## src/rtl/rx_control_pkg.sv

```systemverilog
// Package: receive-control register map, field layout and frame constants
package rx_control_pkg;

	// Register byte addresses on APB
	localparam logic [11:0] ADDR_RECEIVE_CONTROL = 12'h100;
	localparam logic [11:0] ADDR_RX_STATUS = 12'h104;
	localparam logic [31:0] RECEIVE_CONTROL_RESET = 32'h0000_0000;
	// Writable bits: long-frame enable plus bits 8..30 less reserved 14 and 24
	localparam logic [31:0] RECEIVE_CONTROL_WMASK = 32'h7eff_bf20;

	// Field positions inside receive_control
	localparam int LONG_FRAME_ENABLE_BIT = 5;
	localparam int FREE_DESC_THRESHOLD_LO = 8;
	localparam int DESCRIPTOR_FORMAT_LO = 10;
	localparam int MCAST_HASH_OFFSET_LO = 12;
	localparam int BROADCAST_ACCEPT_BIT = 15;
	localparam int RX_BUFFER_SIZE_LO = 16;
	localparam int VLAN_TABLE_ENABLE_BIT = 18;
	localparam int CANONICAL_CHECK_BIT = 19;
	localparam int CANONICAL_VALUE_BIT = 20;
	localparam int DISCARD_PAUSE_BIT = 22;
	localparam int PASS_CONTROL_BIT = 23;
	localparam int BUFFER_SIZE_EXT_BIT = 25;
	localparam int STRIP_CRC_BIT = 26;
	localparam int FLEX_BUFFER_LO = 27;

	// Field encodings
	localparam logic [1:0] THRESHOLD_HALF = 2'h0;
	localparam logic [1:0] THRESHOLD_QUARTER = 2'h1;
	localparam logic [1:0] THRESHOLD_EIGHTH = 2'h2;
	localparam logic [1:0] DESC_LEGACY = 2'h0;
	localparam logic [1:0] DESC_PACKET_SPLIT = 2'h1;

	// Buffer sizes in bytes
	localparam logic [15:0] BUF_2048 = 16'h0800;
	localparam logic [15:0] BUF_1024 = 16'h0400;
	localparam logic [15:0] BUF_512 = 16'h0200;
	localparam logic [15:0] BUF_256 = 16'h0100;
	localparam logic [15:0] BUF_16384 = 16'h4000;
	localparam logic [15:0] BUF_8192 = 16'h2000;
	localparam logic [15:0] BUF_4096 = 16'h1000;
	localparam logic [15:0] BUF_RESERVED = 16'h0000;

	// Frame constants
	localparam logic [15:0] LONG_FRAME_BYTES = 16'h05f2;
	localparam logic [15:0] CRC_BYTES = 16'h0004;
	localparam logic [15:0] ETHERTYPE_MAC_CONTROL = 16'h8808;
	localparam logic [15:0] OPCODE_PAUSE = 16'h0001;
	localparam logic [47:0] MAC_CONTROL_MCAST = 48'h0180_c200_0001;
	localparam logic [47:0] BROADCAST_ADDR = 48'hffff_ffff_ffff;

	typedef enum logic [1:0] {
		ST_IDLE = 2'b01,
		ST_FRAME = 2'b10
	} frame_state_type;

endpackage

```

## src/rtl/rx_frame_decide.sv

```systemverilog
// Per-frame acceptance, buffer sizing and hash index from a config snapshot
`timescale 1ns/1ns
`default_nettype none
module rx_frame_decide (
	input wire logic [31:0] cfg_in,
	input wire logic [47:0] dest_addr_in,
	input wire logic filter_match_in,
	input wire logic station_match_in,
	input wire logic vlan_tagged_in,
	input wire logic vlan_table_hit_in,
	input wire logic cfi_in,
	input wire logic [15:0] ethertype_in,
	input wire logic [15:0] opcode_in,
	input wire logic [15:0] frame_len_in,
	input wire logic [15:0] psplit_buf_bytes_in,
	output logic accept_out,
	output logic [15:0] buf_bytes_out,
	output logic [15:0] desc_len_out,
	output logic [11:0] hash_index_out
);

	function automatic logic [15:0] rx_buffer_size_code_bytes(input logic [1:0] code, input logic ext);
		logic [15:0] b;
		b = rx_control_pkg::BUF_RESERVED;
		case ({ext, code})
			3'h0: b = rx_control_pkg::BUF_2048;
			3'h1: b = rx_control_pkg::BUF_1024;
			3'h2: b = rx_control_pkg::BUF_512;
			3'h3: b = rx_control_pkg::BUF_256;
			3'h5: b = rx_control_pkg::BUF_16384;
			3'h6: b = rx_control_pkg::BUF_8192;
			3'h7: b = rx_control_pkg::BUF_4096;
			default: b = rx_control_pkg::BUF_RESERVED;
		endcase
		return b;
	endfunction

	logic is_ctrl_type;
	logic is_pause;
	logic ctrl_addressed;
	logic is_bcast;
	logic [3:0] flex_kb;

	always_comb begin
		flex_kb = cfg_in[rx_control_pkg::FLEX_BUFFER_LO +: 4];
		is_bcast = (dest_addr_in == rx_control_pkg::BROADCAST_ADDR);
		is_ctrl_type = (ethertype_in == rx_control_pkg::ETHERTYPE_MAC_CONTROL);
		is_pause = is_ctrl_type && (opcode_in == rx_control_pkg::OPCODE_PAUSE);
		ctrl_addressed = station_match_in ||
			(dest_addr_in == rx_control_pkg::MAC_CONTROL_MCAST);

		// Address decision first, then the non-pause control-frame override, then each veto in turn
		accept_out = filter_match_in ||
			(is_bcast && cfg_in[rx_control_pkg::BROADCAST_ACCEPT_BIT]);
		if (is_pause) begin
			if (station_match_in && cfg_in[rx_control_pkg::DISCARD_PAUSE_BIT]) begin
				accept_out = 1'b0;
			end
		end else if (is_ctrl_type) begin
			accept_out = ctrl_addressed && cfg_in[rx_control_pkg::PASS_CONTROL_BIT];
		end
		if (vlan_tagged_in) begin
			if (cfg_in[rx_control_pkg::VLAN_TABLE_ENABLE_BIT] && !vlan_table_hit_in) begin
				accept_out = 1'b0;
			end
			if (cfg_in[rx_control_pkg::CANONICAL_CHECK_BIT] &&
				(cfi_in != cfg_in[rx_control_pkg::CANONICAL_VALUE_BIT])) begin
				accept_out = 1'b0;
			end
		end
		if (!cfg_in[rx_control_pkg::LONG_FRAME_ENABLE_BIT] &&
			(frame_len_in > rx_control_pkg::LONG_FRAME_BYTES)) begin
			accept_out = 1'b0;
		end

		// Flexible size wins, then descriptor format, then the coded size
		if (flex_kb != 4'h0) begin
			buf_bytes_out = {2'b00, flex_kb, 10'h000};
		end else if (cfg_in[rx_control_pkg::DESCRIPTOR_FORMAT_LO +: 2] ==
			rx_control_pkg::DESC_PACKET_SPLIT) begin
			buf_bytes_out = psplit_buf_bytes_in;
		end else if (cfg_in[rx_control_pkg::DESCRIPTOR_FORMAT_LO +: 2] ==
			rx_control_pkg::DESC_LEGACY) begin
			buf_bytes_out = rx_buffer_size_code_bytes(cfg_in[rx_control_pkg::RX_BUFFER_SIZE_LO +: 2],
				cfg_in[rx_control_pkg::BUFFER_SIZE_EXT_BIT]);
		end else begin
			buf_bytes_out = rx_control_pkg::BUF_RESERVED;
		end

		// Descriptor length drops the CRC when it is stripped
		if (cfg_in[rx_control_pkg::STRIP_CRC_BIT] && (frame_len_in >= rx_control_pkg::CRC_BYTES)) begin
			desc_len_out = frame_len_in - rx_control_pkg::CRC_BYTES;
		end else begin
			desc_len_out = frame_len_in;
		end

		case (cfg_in[rx_control_pkg::MCAST_HASH_OFFSET_LO +: 2])
			2'h0: hash_index_out = dest_addr_in[47:36];
			2'h1: hash_index_out = dest_addr_in[46:35];
			2'h2: hash_index_out = dest_addr_in[45:34];
			default: hash_index_out = dest_addr_in[43:32];
		endcase
	end

endmodule // rx_frame_decide
`default_nettype wire

```

## src/rtl/rx_control_filter_config.sv

```systemverilog
// Receive-control register, per-frame decision latch and descriptor threshold event
`timescale 1ns/1ns
`default_nettype none

module rx_control_filter_config (
	input wire logic CLK_IN,
	input wire logic RESET_N_IN,
	// APB slave
	input wire logic PSEL_IN,
	input wire logic PENABLE_IN,
	input wire logic PWRITE_IN,
	input wire logic [11:0] PADDR_IN,
	input wire logic [31:0] PWDATA_IN,
	output logic [31:0] PRDATA_OUT,
	output logic PREADY_OUT,
	output logic PSLVERR_OUT,
	// Receive path, core clock
	input wire logic FRAME_START_IN,
	input wire logic FRAME_END_IN,
	input wire logic [47:0] DEST_ADDR_IN,
	input wire logic FILTER_MATCH_IN,
	input wire logic STATION_MATCH_IN,
	input wire logic VLAN_TAGGED_IN,
	input wire logic VLAN_TABLE_HIT_IN,
	input wire logic CFI_IN,
	input wire logic [15:0] ETHERTYPE_IN,
	input wire logic [15:0] OPCODE_IN,
	input wire logic [15:0] FRAME_LEN_IN,
	input wire logic [15:0] PSPLIT_BUF_BYTES_IN,
	// Descriptor ring status
	input wire logic [15:0] RING_DESC_COUNT_IN,
	input wire logic [15:0] FREE_DESC_COUNT_IN,
	// Frame verdict and descriptor threshold event
	output logic VERDICT_VALID_OUT,
	output logic ACCEPT_OUT,
	output logic [15:0] BUF_BYTES_OUT,
	output logic [15:0] DESC_LEN_OUT,
	output logic [11:0] HASH_INDEX_OUT,
	output logic STRIP_CRC_OUT,
	output logic [1:0] DESCRIPTOR_FORMAT_OUT,
	output logic FREE_DESC_THRESHOLD_OUT
);

	typedef struct packed {
		rx_control_pkg::frame_state_type st;
		logic [31:0] receive_control;
		logic [31:0] snap;
		logic [31:0] prdata;
		logic slverr;
		logic verdict_valid;
		logic accept;
		logic [15:0] buf_bytes;
		logic [15:0] desc_len;
		logic [11:0] hash_index;
		logic thr_equal;
		logic thr_event;
		logic [7:0] accept_count;
		logic [7:0] drop_count;
	} ctl_state_type;

	ctl_state_type state_ff;
	ctl_state_type nxt_state;

	logic [31:0] eval_cfg;
	logic dec_accept;
	logic [15:0] dec_buf_bytes;
	logic [15:0] dec_desc_len;
	logic [11:0] dec_hash;
	logic [15:0] thr_count;
	logic thr_valid;
	logic setup_phase;
	logic access_phase;
	logic addr_ctl;
	logic addr_status;
	logic [31:0] status_word;

	// A frame that starts and ends in one cycle sees the live register
	assign eval_cfg = FRAME_START_IN ? state_ff.receive_control : state_ff.snap;

	rx_frame_decide u_decide (
		.cfg_in(eval_cfg),
		.dest_addr_in(DEST_ADDR_IN),
		.filter_match_in(FILTER_MATCH_IN),
		.station_match_in(STATION_MATCH_IN),
		.vlan_tagged_in(VLAN_TAGGED_IN),
		.vlan_table_hit_in(VLAN_TABLE_HIT_IN),
		.cfi_in(CFI_IN),
		.ethertype_in(ETHERTYPE_IN),
		.opcode_in(OPCODE_IN),
		.frame_len_in(FRAME_LEN_IN),
		.psplit_buf_bytes_in(PSPLIT_BUF_BYTES_IN),
		.accept_out(dec_accept),
		.buf_bytes_out(dec_buf_bytes),
		.desc_len_out(dec_desc_len),
		.hash_index_out(dec_hash)
	);

	always_comb begin
		setup_phase = PSEL_IN && !PENABLE_IN;
		access_phase = PSEL_IN && PENABLE_IN;
		addr_ctl = (PADDR_IN == rx_control_pkg::ADDR_RECEIVE_CONTROL);
		addr_status = (PADDR_IN == rx_control_pkg::ADDR_RX_STATUS);
		status_word = {8'h00, state_ff.drop_count, state_ff.accept_count,
			4'h0, state_ff.st == rx_control_pkg::ST_FRAME, state_ff.thr_equal,
			state_ff.verdict_valid, state_ff.accept};

		// Threshold is the ring size shifted by the selected fraction
		thr_valid = 1'b1;
		case (state_ff.receive_control[rx_control_pkg::FREE_DESC_THRESHOLD_LO +: 2])
			rx_control_pkg::THRESHOLD_HALF: thr_count = {1'b0, RING_DESC_COUNT_IN[15:1]};
			rx_control_pkg::THRESHOLD_QUARTER: thr_count = {2'b00, RING_DESC_COUNT_IN[15:2]};
			rx_control_pkg::THRESHOLD_EIGHTH: thr_count = {3'b000, RING_DESC_COUNT_IN[15:3]};
			default: begin
				thr_count = 16'h0000;
				thr_valid = 1'b0;
			end
		endcase
	end

	always_comb begin
		nxt_state = state_ff;
		nxt_state.verdict_valid = 1'b0;
		nxt_state.thr_event = 1'b0;

		// Read data and error are captured in setup so they come from flops
		if (setup_phase) begin
			nxt_state.slverr = !(addr_ctl || addr_status);
			if (PWRITE_IN) begin
				nxt_state.prdata = 32'h0000_0000;
			end else if (addr_ctl) begin
				nxt_state.prdata = state_ff.receive_control;
			end else if (addr_status) begin
				nxt_state.prdata = status_word;
			end else begin
				nxt_state.prdata = 32'h0000_0000;
			end
		end

		// Write lands at the access edge; reserved bits stay zero
		if (access_phase && PWRITE_IN && addr_ctl) begin
			nxt_state.receive_control = PWDATA_IN & rx_control_pkg::RECEIVE_CONTROL_WMASK;
		end

		case (state_ff.st)
			rx_control_pkg::ST_IDLE: begin
				if (FRAME_START_IN) begin
					// One-cycle frame must still leave its settings on the level outputs
					nxt_state.snap = state_ff.receive_control;
					if (!FRAME_END_IN) begin
						nxt_state.st = rx_control_pkg::ST_FRAME;
					end
				end
			end
			rx_control_pkg::ST_FRAME: begin
				if (FRAME_START_IN) begin
					// Restart drops the unfinished frame's context
					nxt_state.snap = state_ff.receive_control;
				end
				if (FRAME_END_IN) begin
					nxt_state.st = rx_control_pkg::ST_IDLE;
				end
			end
			default: begin
				nxt_state.st = rx_control_pkg::ST_IDLE;
			end
		endcase

		if (FRAME_END_IN) begin
			nxt_state.verdict_valid = 1'b1;
			nxt_state.accept = dec_accept;
			nxt_state.buf_bytes = dec_buf_bytes;
			nxt_state.desc_len = dec_desc_len;
			nxt_state.hash_index = dec_hash;
			if (dec_accept) begin
				nxt_state.accept_count = state_ff.accept_count + 8'h01;
			end else begin
				nxt_state.drop_count = state_ff.drop_count + 8'h01;
			end
		end

		// Event only on the cycle the free count becomes equal
		nxt_state.thr_equal = thr_valid && (RING_DESC_COUNT_IN != 16'h0000) &&
			(FREE_DESC_COUNT_IN == thr_count);
		nxt_state.thr_event = nxt_state.thr_equal && !state_ff.thr_equal;
	end

	always_ff @(posedge CLK_IN or negedge RESET_N_IN) begin
		if (!RESET_N_IN) begin
			state_ff <= '{
				st: rx_control_pkg::ST_IDLE,
				receive_control: rx_control_pkg::RECEIVE_CONTROL_RESET,
				snap: rx_control_pkg::RECEIVE_CONTROL_RESET,
				prdata: 32'h0000_0000,
				slverr: 1'b0,
				verdict_valid: 1'b0,
				accept: 1'b0,
				buf_bytes: 16'h0000,
				desc_len: 16'h0000,
				hash_index: 12'h000,
				thr_equal: 1'b0,
				thr_event: 1'b0,
				accept_count: 8'h00,
				drop_count: 8'h00
			};
		end else begin
			state_ff <= nxt_state;
		end
	end

	// Zero-wait slave: every transfer completes in its first access cycle
	assign PREADY_OUT = 1'b1;
	assign PRDATA_OUT = state_ff.prdata;
	assign PSLVERR_OUT = state_ff.slverr && PSEL_IN && PENABLE_IN;
	assign VERDICT_VALID_OUT = state_ff.verdict_valid;
	assign ACCEPT_OUT = state_ff.accept;
	assign BUF_BYTES_OUT = state_ff.buf_bytes;
	assign DESC_LEN_OUT = state_ff.desc_len;
	assign HASH_INDEX_OUT = state_ff.hash_index;
	// Strip happens upstream of the checksum engine, so the level is per frame
	assign STRIP_CRC_OUT = state_ff.snap[rx_control_pkg::STRIP_CRC_BIT];
	assign DESCRIPTOR_FORMAT_OUT = state_ff.snap[rx_control_pkg::DESCRIPTOR_FORMAT_LO +: 2];
	assign FREE_DESC_THRESHOLD_OUT = state_ff.thr_event;

endmodule // rx_control_filter_config
`default_nettype wire

```

## config.mk

```make
export PLATFORM = sky130hd
export DESIGN_NAME = rx_control_filter_config
export DESIGN_NICKNAME = d
export VERILOG_FILES = /design/src/rtl/rx_control_pkg.sv /design/src/rtl/rx_frame_decide.sv /design/src/rtl/rx_control_filter_config.sv
export SDC_FILE = /design/constraint.sdc
export NUM_CORES = 1
export LEC_CHECK = 0
export ABC_AREA = 0
export BUFFER_PORTS_ARGS = -buffer_cell sky130_fd_sc_hd__clkbuf_2
export CAP_MARGIN = 10
export CORE_MARGIN = 4
export CORE_UTILIZATION = 41
export DETAILED_ROUTE_END_ITERATION = 8
export PLACE_DENSITY_LB_ADDON = 0.2
export SYNTH_ARGS = -nofsm -noshare
export SYNTH_HDL_FRONTEND = slang
export SYNTH_SLANG_ARGS = --single-unit
```

## constraint.sdc

```tcl
create_clock -name CLK_IN -period 3.05 [get_ports CLK_IN]
set_input_delay 0.4575 -clock CLK_IN [delete_from_list [all_inputs] [get_ports CLK_IN]]
set_output_delay 0.4575 -clock CLK_IN [all_outputs]
set_load 0.05 [all_outputs]
```

==> results.md <==
- Status: finished, final reports clean
- Max Fanout on Critical Path: 22
- CTS max path bufs: 2
- DR vias/cell: 5.091
- Final worst slack: 569.1 ps
- Max_cap viols: 0
- Final Routed Wirelength: 20,900 um
- CP max-delay cell: dfrtp_1
- Async S/R FF share, synth: 100.0%
- CP Data Arrival Time: 2800 ps
- I/O Buffers: 267
- Pre-antenna DRT Iters: 5
- Setup TNS: 0 ps
- Worst EP required: 3370 ps
- Cell chain of the critical path: mux2i_1, o21ai_0, xnor2_1, nand4_1, or4_1, nor4_1
- Final Core Density: 50.73%
- Area contributors post-synth: dfrtp_1 42%, buf_4 7.5%, mux2_2 5.4%, mux2i_1 5.2%, nand2_1 3.7%
- F_max: 403.1 MHz
- Synth Flop Type: dfrtp_1
- Seq/Total Area, Yosys: 42.78%
- Setup Buffers After CTS: 0
- Final period utilization: 81.34%
- Place WS: 426.9 ps
- P_leak: 4.728 nW
- Die area: 21,550 um2
- # clock sinks: 135
- Synth Instances: 785
- CP Class: reg2reg
- Global-route wire length before repair: 33,700 um
- Cts repair resizes: 0
- Hold-fix buffers, CTS: 0
- # nets final: 1,180
- Largest net degree at the start of global routing: 70
- Unrepaired setup endpoints after global routing: no
- Crit. End Element: flop
- Clock latency on the worst-skew pair: 410 ps
- Worst-path clk slew: 60 ps
- Worst Clk Skew: 6.935 ps
- Final Critical Period: 2481 ps
- Synth Cell Area: 7900 um2
- Initial antenna violation count: 1
- Synth top area share: 42.45%
- Cell taking the most area after synthesis: dfrtp_1
- Post-synth EDFFs: 0
- Peak supply drop: 0.4070 mV
- Hold_ws: 41.48 ps
- Most frequent cells in the layout: 266 x clkbuf_2, 134 x dfrtp_1, 78 x nand2_1
- CTS tree: yes
- CTS Buf Count: 17
- Commonest non-fill, non-tap cell in the layout: clkbuf_2
- Num rows: 50
- Top Family by Delay on Critical Path: simple AND/OR/NAND/NOR gates
- Fillers: 1,798
- Final HPWL DP: 15,900 um
- Share of layout cells above drive strength 1: 38.40%
- # IOs: 284
- Final Hold Viols: 0
- Area of the core: 18,830 um2
- Initial Util: 41.95%
- CTS root buffer: clkbuf_16
- Worst path max stage delay: 870 ps
- Yosys cell types: 65
- DRC: 0
- Total of warnings raised by yosys: 0
- Post-DRT Antenna Nets: 0
- CP startpoint kind: flop
- Wire length per cell after detailed routing: 16.76 um
- DR iter-0 viols: 290
- Routability cong.: 0.9306
- GRT Residual Overflow: 0
- Worst slew pin tran: 826.7 ps
- Vias: 6,349
- Total power density per cell area: 528.7 nW/um2
- Post-place instance area: 8921 um2
- Die H: 146.8 um
- Setup violations, final: 0
- Final instance area: 9553 um2
- Worst Hold Class: in2async
- Synth Register Bits: 135
- ANT cells: 0
- Final Max Tran Viols: 0
- CTS H-tree depth: 4
- Gr usage total: 19.27%
- Mapped Avg Cell Area: 10.06 um2
- Slew margin rel.: 44.89%
- Buffers & Inverters on Critical Path: 0
- Die width: 146.8 um
- Area growth, synth to finish: 20.92%
- Vias in the first global route: 6,461
synth_stat cells (7+ instances only):
| cell type | n |
|---|---|
| mux4_2 | 7 |
| a22o_1 | 22 |
| dfrtp_1 | 134 |
| nor2_1 | 67 |
| and3_1 | 8 |
| mux2_2 | 38 |
| clkbuf_1 | 24 |
| xor2_1 | 22 |
| nor3_1 | 7 |
| nor4_1 | 26 |
| a21oi_1 | 29 |
| inv_1 | 13 |
| nand2_1 | 78 |
| nand4_1 | 15 |
| nand3_1 | 9 |
| nand3b_1 | 15 |
| buf_4 | 79 |
| mux2i_1 | 41 |
| xnor2_1 | 21 |
| o21ai_0 | 36 |
metal layers:
| metal | up-vias | share of wire, % | GRT usage (%) |
|---|---|---|---|
| met1 | 3036 | 44 | 25.71 |
| met2 | 174 | 49 | 31.53 |
| li1 | 3117 | - | - |
| met4 | 2 | 1.2 | 4.610 |
| met5 | - | 0.057 | 0 |
| met3 | 20 | 5.8 | 5.028 |
metrics by stage:
stage / std cells / power (W)
after floorplan: 789 / 0.002598
after global placement: 1215 / 0.002891
after detailed placement: 1215 / 0.002899
after CTS: 1247 / 0.005111
after global routing: 1247 / 0.005293
final: 1247 / 0.005051
logic make-up after synthesis:
logic type,Yosys count,share of synthesized area [%]
adders and majority gates,6,0.9502
muxes,89,13.11
xor gates and xnor gates,43,4.767
buffers and inverters,128,10.48
and+or+nand+nor,265,17.63
other,2,0.09506
DFF,135,42.78
AOI/OAI and AO/OA,117,10.18
report_power, final:
group,total [W],switching (W),internal [W]
registers,0.00200,0.0000987,0.00190
logic,0.000860,0.000546,0.000314
clock network,0.00219,0.000775,0.00141
total,0.00505,0.00142,0.00363
path summary, 6_finish.rpt:
| path | start | endpoint | slack, ps | depth (start not counted) |
|---|---|---|---|---|
| min in group CLK_IN | FREE_DESC_COUNT_IN[15] | FREE_DESC_THRESHOLD_OUT$_DFF_PN0_ | 220 | 2 |
| min | RESET_N_IN | DESC_LEN_OUT[1]$_DFFE_PN0P_ | 40 | 1 |
| max | state_ff[137]$_DFFE_PN0P_ | FREE_DESC_THRESHOLD_OUT$_DFF_PN0_ | 570 | 6 |
| min reg2reg | state_ff[17]$_DFF_PN0_ | FREE_DESC_THRESHOLD_OUT$_DFF_PN0_ | 430 | 1 |
| max reg2reg | state_ff[137]$_DFFE_PN0P_ | FREE_DESC_THRESHOLD_OUT$_DFF_PN0_ | 570 | 6 |
| max in group asynchronous | RESET_N_IN | state_ff[161]$_DFFE_PN1P_ | 2270 | 2 |
worst reg2reg max path, stage by stage (launching register included):
cell,delay (ps)
dfrtp_1,870
mux2i_1,270
o21ai_0,120
xnor2_1,200
nand4_1,100
or4_1,590
nor4_1,250
sequential cells by signal, indices dropped and copies added, names as in the netlist, 2 cells and up:
register / flops
BUF_BYTES_OUT: 16
DESCRIPTOR_FORMAT_OUT: 2
DESC_LEN_OUT: 16
HASH_INDEX_OUT: 12
PRDATA_OUT: 27
state_ff: 58
cell type report:
cell class,count,area (um2),share of cell area [%]
Clock buffer,21,460.4,4.820
Tap cell,260,325.3,3.405
Inverter,13,48.80,0.5108
Sequential cell,135,3379,35.38
Timing Repair Buffer,281,1460,15.28
Clock inverter,11,171.4,1.794
Multi-Input combinational cell,526,3707,38.81
No activity file was read; power rests on OpenSTA's default activity.
